**src/core/status_pkg.sv**
```systemverilog
// constants shared by the status reporting and error queue block
package status_pkg;
   localparam int   ERR_DEPTH           = 10;
   localparam int   CODE_W              = 11;
   localparam logic [10:0] CODE_NO_ERROR     = 11'h000;
   localparam logic [10:0] CODE_RANGE        = 11'h723;
   localparam logic [10:0] CODE_BUF_OVERRUN  = 11'h6A2;
   localparam logic [10:0] CODE_QUE_OVERFLOW = 11'h6B6;
   localparam logic [10:0] CODE_PULSE_TMO    = 11'h12E;
   localparam logic [10:0] CODE_CURR_TRIP    = 11'h141;
   localparam int   STB_ERRQ_BIT        = 2;
   localparam int   STB_QUES_BIT        = 3;
   localparam int   STB_MAV_BIT         = 4;
   localparam int   STB_ESB_BIT         = 5;
   localparam int   STB_MSS_BIT         = 6;
   localparam int   ESR_OPC_BIT         = 0;
   localparam int   ESR_QYE_BIT         = 2;
   localparam int   ESR_DDE_BIT         = 3;
   localparam int   ESR_EXE_BIT         = 4;
   localparam int   ESR_CME_BIT         = 5;
   localparam int   ESR_PON_BIT         = 7;
   localparam logic [7:0] SRE_RESET     = 8'h00;
   localparam logic [7:0] ESE_RESET     = 8'h00;
   localparam logic [7:0] ESR_RESET     = 8'h80;
   localparam logic [7:0] ESR_USED_MASK = 8'hBD;
   localparam logic [7:0] STB_USED_MASK = 8'h7C;
   typedef enum logic [1:0] {
      OPC_IDLE  = 2'b00,
      OPC_WAIT  = 2'b01,
      OPC_QWAIT = 2'b11
   } opc_state_t;
endpackage

```
**src/core/error_queue.sv**
```systemverilog
// ten-deep error queue with overflow entry and locking
module error_queue #(
   parameter int DEPTH = status_pkg::ERR_DEPTH,
   parameter int W     = status_pkg::CODE_W
) (
   input  wire logic         clock_in,
   input  wire logic         rst_in,
   input  wire logic         clear_in,
   input  wire logic         push_in,
   input  wire logic [W-1:0] push_code_in,
   input  wire logic         pop_in,
   output logic [W-1:0]      head_out,
   output logic              not_empty_out
);
   localparam int PW = $clog2(DEPTH + 1);
   initial begin
      if (DEPTH < 2 || W < 11) $error("error_queue: bad DEPTH or W");
   end

   logic [W-1:0]  slot_reg [DEPTH];
   logic [PW-1:0] count_reg;
   logic          locked_reg;
   logic          do_pop;
   logic          do_push;
   logic          overflow;

   assign do_pop   = pop_in && (count_reg != '0);
   assign do_push  = push_in && !locked_reg;
   assign overflow = do_push && !do_pop && (count_reg == PW'(DEPTH));

   always_ff @(posedge clock_in or posedge rst_in) begin
      if (rst_in) begin
         count_reg  <= '0;
         locked_reg <= 1'b0;
         for (int i = 0; i < DEPTH; i++) begin
            slot_reg[i] <= '0;
         end
      end else if (clear_in) begin
         // an error arriving with the clear survives it as the only entry
         count_reg  <= push_in ? PW'(1) : '0;
         locked_reg <= 1'b0;
         if (push_in) begin
            slot_reg[0] <= push_code_in;
         end
      end else begin
         if (overflow) begin
            slot_reg[DEPTH-1] <= status_pkg::CODE_QUE_OVERFLOW;
            locked_reg        <= 1'b1;
         end else begin
            // shift toward slot 0 on a read, oldest always at slot 0
            for (int i = 0; i < DEPTH; i++) begin
               if (do_pop && i < DEPTH - 1 && PW'(i + 1) < count_reg) begin
                  slot_reg[i] <= slot_reg[i+1];
               end
            end
            if (do_push) begin
               if (do_pop) begin
                  slot_reg[count_reg - PW'(1)] <= push_code_in;
               end else begin
                  slot_reg[count_reg] <= push_code_in;
               end
            end
            if (do_pop && !do_push) begin
               count_reg <= count_reg - PW'(1);
               locked_reg <= 1'b0;
            end else if (do_push && !do_pop) begin
               count_reg <= count_reg + PW'(1);
            end
         end
      end
   end

   // head is read straight from the slots so back-to-back reads never see a stale entry
   assign head_out      = (count_reg == '0) ? status_pkg::CODE_NO_ERROR : slot_reg[0];
   assign not_empty_out = (count_reg != '0);
endmodule // error_queue

```
**src/core/status_report.sv**
```systemverilog
// status byte, standard event latch, enables, operation complete and error queue
module status_report #(
   parameter int DEPTH = status_pkg::ERR_DEPTH
) (
   input  wire logic        clock_in,
   input  wire logic        rst_in,
   input  wire logic        sre_write_in,
   input  wire logic        ese_write_in,
   input  wire logic [7:0]  write_data_in,
   input  wire logic        sre_query_in,
   input  wire logic        stb_query_in,
   input  wire logic        ese_query_in,
   input  wire logic        esr_query_in,
   input  wire logic        err_query_in,
   input  wire logic        cls_in,
   input  wire logic        opc_cmd_in,
   input  wire logic        opc_query_in,
   input  wire logic        inst_reset_in,
   input  wire logic        sys_clear_in,
   input  wire logic        ops_pending_in,
   input  wire logic        ques_summary_in,
   input  wire logic        msg_avail_in,
   input  wire logic        query_err_in,
   input  wire logic        device_err_in,
   input  wire logic        exec_err_in,
   input  wire logic        cmd_err_in,
   input  wire logic        param_range_err_in,
   input  wire logic        buf_overrun_in,
   input  wire logic        pulse_timeout_in,
   input  wire logic        curr_trip_in,
   output logic             resp_valid_out,
   output logic [7:0]       resp_byte_out,
   output logic             err_valid_out,
   output logic [10:0]      err_code_out,
   output logic             opc_resp_out,
   output logic [7:0]       stb_out,
   output logic             srq_out
);
   initial begin
      if (DEPTH != status_pkg::ERR_DEPTH) $error("status_report: queue depth must be ten");
   end

   ////////////////////////////////////////////////////////////////////////////
   // enables and event latch

   logic [7:0]  sre_reg;
   logic [7:0]  ese_reg;
   logic [7:0]  esr_reg;
   logic [7:0]  esr_set;
   logic        opc_done;
   logic [7:0]  stb_now;
   logic [10:0] head_code;
   logic        err_not_empty;
   logic        push_err;
   logic [10:0] push_code;
   status_pkg::opc_state_t opc_state_reg;
   status_pkg::opc_state_t opc_state_next;

   // instrument reset is not used; enables change only on rst_in or a write
   always_ff @(posedge clock_in or posedge rst_in) begin
      if (rst_in) begin
         sre_reg <= status_pkg::SRE_RESET;
         ese_reg <= status_pkg::ESE_RESET;
      end else begin
         if (sre_write_in) begin
            sre_reg <= write_data_in;
         end
         if (ese_write_in) begin
            ese_reg <= write_data_in;
         end
      end
   end

   always_comb begin
      esr_set = 8'h00;
      esr_set[status_pkg::ESR_OPC_BIT] = opc_done;
      esr_set[status_pkg::ESR_QYE_BIT] = query_err_in;
      esr_set[status_pkg::ESR_DDE_BIT] = device_err_in;
      esr_set[status_pkg::ESR_EXE_BIT] = exec_err_in;
      esr_set[status_pkg::ESR_CME_BIT] = cmd_err_in;
   end

   // a new event in the clearing cycle survives the clear
   always_ff @(posedge clock_in or posedge rst_in) begin
      if (rst_in) begin
         esr_reg <= status_pkg::ESR_RESET;
      end else if (esr_query_in || cls_in) begin
         esr_reg <= esr_set & status_pkg::ESR_USED_MASK;
      end else begin
         esr_reg <= (esr_reg | esr_set) & status_pkg::ESR_USED_MASK;
      end
   end

   ////////////////////////////////////////////////////////////////////////////
   // operation complete

   assign opc_done = (opc_state_reg == status_pkg::OPC_WAIT) && !ops_pending_in;

   always_comb begin
      opc_state_next = opc_state_reg;
      case (opc_state_reg)
         status_pkg::OPC_IDLE: begin
            if (opc_query_in) begin
               opc_state_next = status_pkg::OPC_QWAIT;
            end else if (opc_cmd_in) begin
               opc_state_next = status_pkg::OPC_WAIT;
            end
         end
         status_pkg::OPC_WAIT: begin
            if (!ops_pending_in) begin
               opc_state_next = status_pkg::OPC_IDLE;
            end
         end
         status_pkg::OPC_QWAIT: begin
            if (!ops_pending_in) begin
               opc_state_next = status_pkg::OPC_IDLE;
            end
         end
         default: begin
            opc_state_next = status_pkg::OPC_IDLE;
         end
      endcase
   end

   always_ff @(posedge clock_in or posedge rst_in) begin
      if (rst_in) begin
         opc_state_reg <= status_pkg::OPC_IDLE;
         opc_resp_out  <= 1'b0;
      end else begin
         opc_state_reg <= opc_state_next;
         opc_resp_out  <= (opc_state_reg == status_pkg::OPC_QWAIT) && !ops_pending_in;
      end
   end

   ////////////////////////////////////////////////////////////////////////////
   // error sources, priority lowest code index first

   always_comb begin
      push_err  = 1'b1;
      push_code = status_pkg::CODE_NO_ERROR;
      if (param_range_err_in) begin
         push_code = status_pkg::CODE_RANGE;
      end else if (buf_overrun_in) begin
         push_code = status_pkg::CODE_BUF_OVERRUN;
      end else if (pulse_timeout_in) begin
         push_code = status_pkg::CODE_PULSE_TMO;
      end else if (curr_trip_in) begin
         push_code = status_pkg::CODE_CURR_TRIP;
      end else begin
         push_err = 1'b0;
      end
   end

   // only rst_in and system clear flush it; inst_reset_in is deliberately not wired here
   error_queue #(
      .DEPTH (DEPTH),
      .W     (status_pkg::CODE_W)
   ) u_queue (
      .clock_in      (clock_in),
      .rst_in        (rst_in),
      .clear_in      (sys_clear_in),
      .push_in       (push_err),
      .push_code_in  (push_code),
      .pop_in        (err_query_in),
      .head_out      (head_code),
      .not_empty_out (err_not_empty)
   );

   ////////////////////////////////////////////////////////////////////////////
   // status byte and responses

   always_comb begin
      stb_now = 8'h00;
      stb_now[status_pkg::STB_ERRQ_BIT] = err_not_empty;
      stb_now[status_pkg::STB_QUES_BIT] = ques_summary_in;
      stb_now[status_pkg::STB_MAV_BIT]  = msg_avail_in;
      stb_now[status_pkg::STB_ESB_BIT]  = |(esr_reg & ese_reg);
      stb_now[status_pkg::STB_MSS_BIT]  = |(stb_now & sre_reg & status_pkg::STB_USED_MASK);
   end

   // status byte is derived live, so clear status drops its event summary bit through the latch
   always_ff @(posedge clock_in or posedge rst_in) begin
      if (rst_in) begin
         stb_out <= 8'h00;
         srq_out <= 1'b0;
      end else begin
         stb_out <= stb_now;
         srq_out <= stb_now[status_pkg::STB_MSS_BIT];
      end
   end

   // one query per cycle expected; priority picks one if several arrive
   always_ff @(posedge clock_in or posedge rst_in) begin
      if (rst_in) begin
         resp_valid_out <= 1'b0;
         resp_byte_out  <= 8'h00;
      end else begin
         resp_valid_out <= sre_query_in || stb_query_in || ese_query_in || esr_query_in;
         if (sre_query_in) begin
            resp_byte_out <= sre_reg;
         end else if (stb_query_in) begin
            resp_byte_out <= stb_now;
         end else if (ese_query_in) begin
            resp_byte_out <= ese_reg;
         end else if (esr_query_in) begin
            resp_byte_out <= esr_reg;
         end
      end
   end

   always_ff @(posedge clock_in or posedge rst_in) begin
      if (rst_in) begin
         err_valid_out <= 1'b0;
         err_code_out  <= status_pkg::CODE_NO_ERROR;
      end else begin
         err_valid_out <= err_query_in;
         if (err_query_in) begin
            err_code_out <= err_not_empty ? head_code : status_pkg::CODE_NO_ERROR;
         end
      end
   end
endmodule // status_report

```
**config.mk**
```make
export PLATFORM = sky130hd
export DESIGN_NAME = status_report
export DESIGN_NICKNAME = d
export VERILOG_FILES = /design/src/core/status_pkg.sv /design/src/core/error_queue.sv /design/src/core/status_report.sv
export SDC_FILE = /design/constraint.sdc
export NUM_CORES = 1
export LEC_CHECK = 0
export BUFFER_PORTS_ARGS = -buffer_cell sky130_fd_sc_hd__clkbuf_2
export CORE_MARGIN = 2
export CORE_UTILIZATION = 55
export CTS_CLUSTER_DIAMETER = 80
export DETAILED_ROUTE_END_ITERATION = 8
export PLACE_DENSITY = 0.81
export SYNTH_ARGS = -nofsm -noshare
export SYNTH_HDL_FRONTEND = slang
export SYNTH_HIERARCHICAL = 1
export SYNTH_SLANG_ARGS = --single-unit
```
**constraint.sdc**
```tcl
create_clock -name clock_in -period 3.53 [get_ports clock_in]
set_input_delay 0.706 -clock clock_in [delete_from_list [all_inputs] [get_ports clock_in]]
set_output_delay 0.706 -clock clock_in [all_outputs]
set_load 0.02 [all_outputs]
```
* After elaboration in Yosys (flattened, before gate mapping)
Cells that the tools add are included.
** Cells by class
- Add/sub/neg operators :: 2
- $lt $le $gt $ge :: 13
- Equal/unequal tests :: 7
- Multiplexer cells :: 66
- Bitwise gates (word level) :: 7
- Reduce and logical (&&, ||, !) cells :: 41
** Operators by type and width (number)
- two-way mux 11 bit :: 36
- bitwise mux 110 bit :: 2
- two-way mux 110 bit :: 2
- two-way mux 99 bit :: 1
- demux 11 bit (select 4 bit) :: 2
- two-way mux 8 bit :: 5
- logical AND 1 bit :: 18
- two-way mux 9 bit :: 2
- < comparator 3 x 4 -> 1 bit (first input constant) :: 4
- two-way mux 4 bit :: 4
- >= comparator 5 bit (second input constant) :: 2
- < comparator 5 x 1 -> 1 bit (second input constant) :: 2
- NOT 4 -> 5 bit :: 2
- AND reduction 2 bit :: 5
- bitwise AND 8 bit :: 1
- < comparator 2 x 4 -> 1 bit (first input constant) :: 2
- < comparator 4 bit (first input constant) :: 2
- two-way mux 1 bit :: 8
- OR 8 x 6 -> 8 bit :: 1
- nonzero test 4 bit :: 2
- OR reduction 8 bit :: 1
- bitwise AND 6 x 7 -> 7 bit :: 1
- two-way mux 2 bit :: 3
- nonzero test 3 bit :: 2
- 18 further kinds :: 26
** Word-level totals
- Register bits :: 169
- Word-level logic and storage cells :: 159

* Logic depth before layout (Yosys ltp)
- Word-level depth :: 14
- Mapped depth :: 11
- Gate-level depth less buffers :: 7

* By module
The synthesis kept the hierarchy.
** Modules (own cells, without submodules)
- error_queue :: times used 1, cells an instance 690, area an instance 6483.7 sq um
- status_report :: times used 1, cells an instance 196, area an instance 2179.6 sq um

* Worst setup path before layout
Ideal clock, no wire load.
- Kind :: in2reg
- Start point :: in buf_overrun_in
- End point :: reg u_queue/slot_reg[100] (netlist bit)
- Library setup time :: 0.131 ns
- Arrival time :: 2.601 ns
- Path slack :: 0.797 ns
- Stages :: 9
- Path buffers :: 3
- Path through :: or3_1 -> nand2b_1 -> buf_2 -> nor3b_2 -> a21o_1 -> buf_4 -> nor3_4 -> buf_2 -> o211ai_1
** Between the ends
- Cells in the longest elaborated chain, start to end :: 7
- Elaborated cells on any way between the ends :: 17
- Those cells by class :: eq/ne: 2; mux: 11; reduce/logical: 4
** Ends and longest elaborated chain
- from (decl) :: line status_report.sv:28 : input wire logic buf_overrun_in,
- two-way mux 1 bit (*) :: line status_report.sv:143 : end else if (buf_overrun_in) begin
- two-way mux 1 bit (*) :: line status_report.sv:141 : if (param_range_err_in) begin
- named net push_err :: line status_report.sv:54 : logic push_err;
- logical AND 1 bit :: line error_queue.sv:28 : assign do_push = push_in && !locked_reg;
- logical AND 1 bit (2 in series) :: line error_queue.sv:29 : assign overflow = do_push && !do_pop && (count_reg == PW'(DEPTH));
- inequality test 2 bit (no line)
- AND reduction 2 bit (no line)
- to (signal, indexed assignment) :: line error_queue.sv:47 : slot_reg[DEPTH-1] <= status_pkg::CODE_QUE_OVERFLOW;
- to (signal, indexed assignment) :: line error_queue.sv:53 : slot_reg[i] <= slot_reg[i+1];
- to (signal, indexed assignment) :: line error_queue.sv:58 : slot_reg[count_reg - PW'(1)] <= push_code_in;
- to (decl) :: line error_queue.sv:20 : logic [W-1:0] slot_reg [DEPTH];
The timed path passes the listed nets; every way through them passes the cells marked *. The select of a mux whose other input is x is not followed.
A chain may end at the register's enable or synchronous reset.

* Worst setup path after layout
- Start point :: reg u_queue.count_reg[1]
- End point :: reg u_queue/slot_reg[82] (netlist bit)
** Between the ends
- Cells in the longest elaborated chain, start to end :: 9
- Elaborated cells on any way between the ends :: 30
- Those cells by class :: add/sub: 1; order compare: 5; eq/ne: 1; mux: 11; bitwise: 3; reduce/logical: 9
** Ends and longest elaborated chain
- from (decl) :: line error_queue.sv:21 : logic [PW-1:0] count_reg;
- from (signal assigned) :: line error_queue.sv:40 : count_reg <= push_in ? PW'(1) : '0;
- from (signal assigned) :: line error_queue.sv:64 : count_reg <= count_reg - PW'(1);
- from (signal assigned) :: line error_queue.sv:67 : count_reg <= count_reg + PW'(1);
- subtractor 4 x 1 -> 4 bit / nonzero test 4 bit (equally long branches) :: line error_queue.sv:58, error_queue.sv:27
- NOT 4 -> 5 bit (not written as such) / logical AND 1 bit (equally long branches) :: line error_queue.sv:58, error_queue.sv:27
- >= comparator 5 bit (not written as such), or another cell as far along :: line error_queue.sv:58
- logical AND 1 bit (not written as such) / two-way mux 11 bit (equally long branches) :: line error_queue.sv:58, error_queue.sv:52
- two-way mux 11 bit (on tied branches) :: line error_queue.sv:58, error_queue.sv:46
- demux 11 bit (select 4 bit) / two-way mux 11 bit (equally long branches) :: line error_queue.sv:58, error_queue.sv:38
- bitwise mux 110 bit (on tied branches) :: line error_queue.sv:58, error_queue.sv:60
- two-way mux 110 bit :: line error_queue.sv:57 : if (do_pop) begin
- two-way mux 110 bit :: line error_queue.sv:56 : if (do_push) begin
- to (signal, indexed assignment) :: line error_queue.sv:53
- to (signal, indexed assignment) :: line error_queue.sv:58
- to (signal, indexed assignment) :: line error_queue.sv:60 : slot_reg[count_reg] <= push_code_in;
Several ways; a longest one is shown, not always the timed one. The select of a mux whose other input is x is not followed.

==> impl_metrics.env <==
export IMPL_relSlewSlack=0.282
export IMPL_die_area_um2=16800
export IMPL_rsz0062_at_grt="false"
export IMPL_die_w_um=130
export IMPL_synth_edf_count=0
export IMPL_clk_pin_slew_ns=0.07
export IMPL_area_delta_synth_final_pct=12.0
export IMPL_viasPerCell=6.21
export IMPL_fillCellCount=1228
export IMPL_final_util=0.634
export IMPL_grt_max_degree=67
export IMPL_syn_inst=886
export IMPL_drv_slew=0
export IMPL_route_detailed_drc=0
export IMPL_status="complete, no violations"
export IMPL_p_clk_frac=0.285
export IMPL_drive_above_1_share=0.206
export IMPL_total_power_w=0.00658
export IMPL_worstHoldPathType="input port to asynchronous set/reset pin"
export IMPL_p_int_w=0.00434
export IMPL_clockBufferDepth=2
export IMPL_cts_hold_buffers=0
export IMPL_setup_worst_path_start="u_queue/count_reg[1]$_DFFE_PP0P_"
export IMPL_period_minus_slack_ns=2.78
export IMPL_cts_root_buffer="clkbuf_16"
export IMPL_antenna_found_initial=0
export IMPL_ys_flop_type="dfrtp_1"
export IMPL_seq_power_share=0.434
export IMPL_core_area_um2=15300
export IMPL_io_pins=64
export IMPL_via_count=7093
export IMPL_num_rows=45
export IMPL_io_buffer_count=59
export IMPL_cts_setup_buffers=0
export IMPL_postCtsResizedCells=0
export IMPL_synth_async_reset_ratio=1.00
export IMPL_setup_slack_ns=0.745
export IMPL_cts_buffers=17
export IMPL_drt_total_wl_um=20400
export IMPL_die_h_um=130
export IMPL_worstMarginPinSlew_ns=1.08
export IMPL_p_leak_nw=4.15
export IMPL_switchingPower_w=0.00223
export IMPL_grt_pass1_wl_um=34100
export IMPL_cp_start_kind="register"
export IMPL_fin_worst_skew_ns=0.00804
export IMPL_track_usage=0.256
export IMPL_critPathKind="register to register"
export IMPL_cp_data_arrival_time_ns=3.14
export IMPL_cts_tree="yes"
export IMPL_fin_hold_ws_ns=0.370
export IMPL_syn_area_um2=8660
export IMPL_setup_viol=0
export IMPL_grt_overflow_total=0
export IMPL_crit_path_end_kind="register"
export IMPL_drtIter0Drc=583
export IMPL_ant_nets=0
export IMPL_yosysUniqueCellTypes=71
export IMPL_synth_seq_cells=166
export IMPL_gp_congestion=0.971
export IMPL_power_frac_comb=0.281
export IMPL_htreeDepth=4
export IMPL_first_pass_iters=5
export IMPL_synth_avg_cell_area_um2=9.78
export IMPL_period_share=0.789
export IMPL_tns_ns=0
export IMPL_cp_required_ns=3.89
export IMPL_clk_latency_ns=0.43
export IMPL_max_cap_viol_count=0
export IMPL_path_max_fanout=15
export IMPL_vdd_drop_max_mv=0.397
export IMPL_pwr_density_cell_nw_per_um2=678
export IMPL_hpwl_um=13900
export IMPL_yosys_warnings=6
export IMPL_hold_violations=0
export IMPL_r2r_start="u_queue/count_reg[1]$_DFFE_PP0P_"
export IMPL_swShare=0.339
export IMPL_grt_pass1_vias=6684
export IMPL_final_nets=959
export IMPL_wl_per_cell_um=17.9
export IMPL_numClockSinks=166
export IMPL_ys_seq_area_frac=0.480
export IMPL_num_antenna_cells=0
export IMPL_largest_reg_flops=110
export IMPL_fmax_ghz=0.359
export IMPL_start_util=0.566
export IMPL_place_ws_ns=0.407
[kinds of logic after synthesis]
kind of cell / Yosys count / synth area share
muxes: 45 / 0.0552
and+or+nand+nor: 288 / 0.175
adders and majority gates: 7 / 0.0101
other: 1 / 0.000433
DFF: 166 / 0.480
AOI/OAI and AO/OA: 256 / 0.212
xor gates and xnor gates: 2 / 0.00202
buffers and inverters: 121 / 0.0648
[cells in the final DEF (no fill, tap or decap), types with 6 or more instances in the layout]
| cell type | n |
|---|---|
| a211o_1 | 8 |
| a21o_1 | 6 |
| a21oi_1 | 52 |
| a221o_1 | 12 |
| a22oi_1 | 6 |
| a2bb2oi_1 | 25 |
| and2_1 | 15 |
| and3_1 | 13 |
| buf_4 | 32 |
| clkbuf_16 | 17 |
| clkbuf_2 | 59 |
| dfrtp_1 | 165 |
| ha_1 | 7 |
| inv_1 | 37 |
| inv_6 | 6 |
| mux2_2 | 22 |
| mux2i_1 | 23 |
| nand2_1 | 82 |
| nand2b_1 | 11 |
| nand3_1 | 25 |
| nand3b_1 | 12 |
| nand4_1 | 28 |
| nor2_1 | 61 |
| o211ai_1 | 10 |
| o21a_1 | 13 |
| o21ai_0 | 29 |
| o221a_2 | 10 |
| o22a_1 | 11 |
| o22ai_1 | 34 |
| or2_2 | 12 |
[final timing paths]
path	end	slack, ns	cells past startpoint
setup / recovery	u_queue/slot_reg[82]$_DFFE_PP0N_	0.75	8
hold / removal	u_queue/slot_reg[82]$_DFFE_PP0N_	0.37	2
setup reg to reg	u_queue/slot_reg[82]$_DFFE_PP0N_	0.75	8
hold reg to reg	resp_byte_out[1]$_DFFE_PP0P_	0.47	2
max in group asynchronous	err_code_out[2]$_DFFE_PP0P_	2.36	2
min in group clock_in	stb_out[3]$_DFF_PP0_	0.42	1
[power groups by stage]
stage / sequential (W) / combinational (W) / clock [W]
floorplan: 0.00285 / 0.00137 / 0
global placement: 0.00285 / 0.00176 / 0
detailed placement: 0.00287 / 0.00181 / 0
CTS: 0.00284 / 0.00184 / 0.00190
global route: 0.00293 / 0.00206 / 0.00199
finish: 0.00286 / 0.00185 / 0.00187
[per-stage QoR]
step / instance area (µm²) / std cells
4_1_cts: 9710 / 1143
5_1_grt: 9710 / 1143
3_3_place_gp: 9100 / 1111
6_report: 9710 / 1143
2_1_floorplan: 8680 / 889
3_5_place_dp: 9100 / 1111
[per-layer routing]
layer	share of wire	wire length, µm	track usage	up-vias
li1	-	-	-	3292
met1	0.44	8950	0.348	3443
met2	0.46	9490	0.403	318
met3	0.076	1540	0.0644	40
met4	0.021	427	0.0904	0
met5	0	0	0	-
[layout make-up]
class                   count  area (µm²)  area share
repair buffers             92         556      0.0572
well taps                 211         264      0.0272
multi-input cells         602        3970       0.409
clock buffers              17         425      0.0438
flip-flops and latches    166        4160       0.428
inverters                  40         154      0.0159
clock inverters            15         179      0.0184
[Yosys cell counts, types with 11 or more instances]
master	count	area, µm²
dfrtp_1	165	4130
nand2_1	82	308
nor2_1	61	229
a21oi_1	53	265
clkbuf_1	39	146
inv_1	39	146
o22ai_1	34	213
o21ai_0	29	145
nand4_1	28	175
buf_2	26	130
a2bb2oi_1	25	219
nand3_1	25	125
mux2i_1	23	230
mux2_2	22	248
and2_1	15	93.8
and3_1	13	81.3
o21a_1	13	97.6
a221o_1	12	120
buf_4	12	90.1
nand3b_1	12	90.1
or2_2	12	75.1
nand2b_1	11	68.8
o22a_1	11	96.3
[worst max-delay path, cell delays in order (launching register included)]
cell,delay [ns]
dfrtp_1,0.38
inv_1,0.21
ha_1,0.31
buf_4,0.24
nand2b_1,0.17
nand4_1,0.14
a31oi_1,0.85
o22a_1,0.26
o21a_1,0.14
No activity file was read; power rests on OpenSTA's default activity.
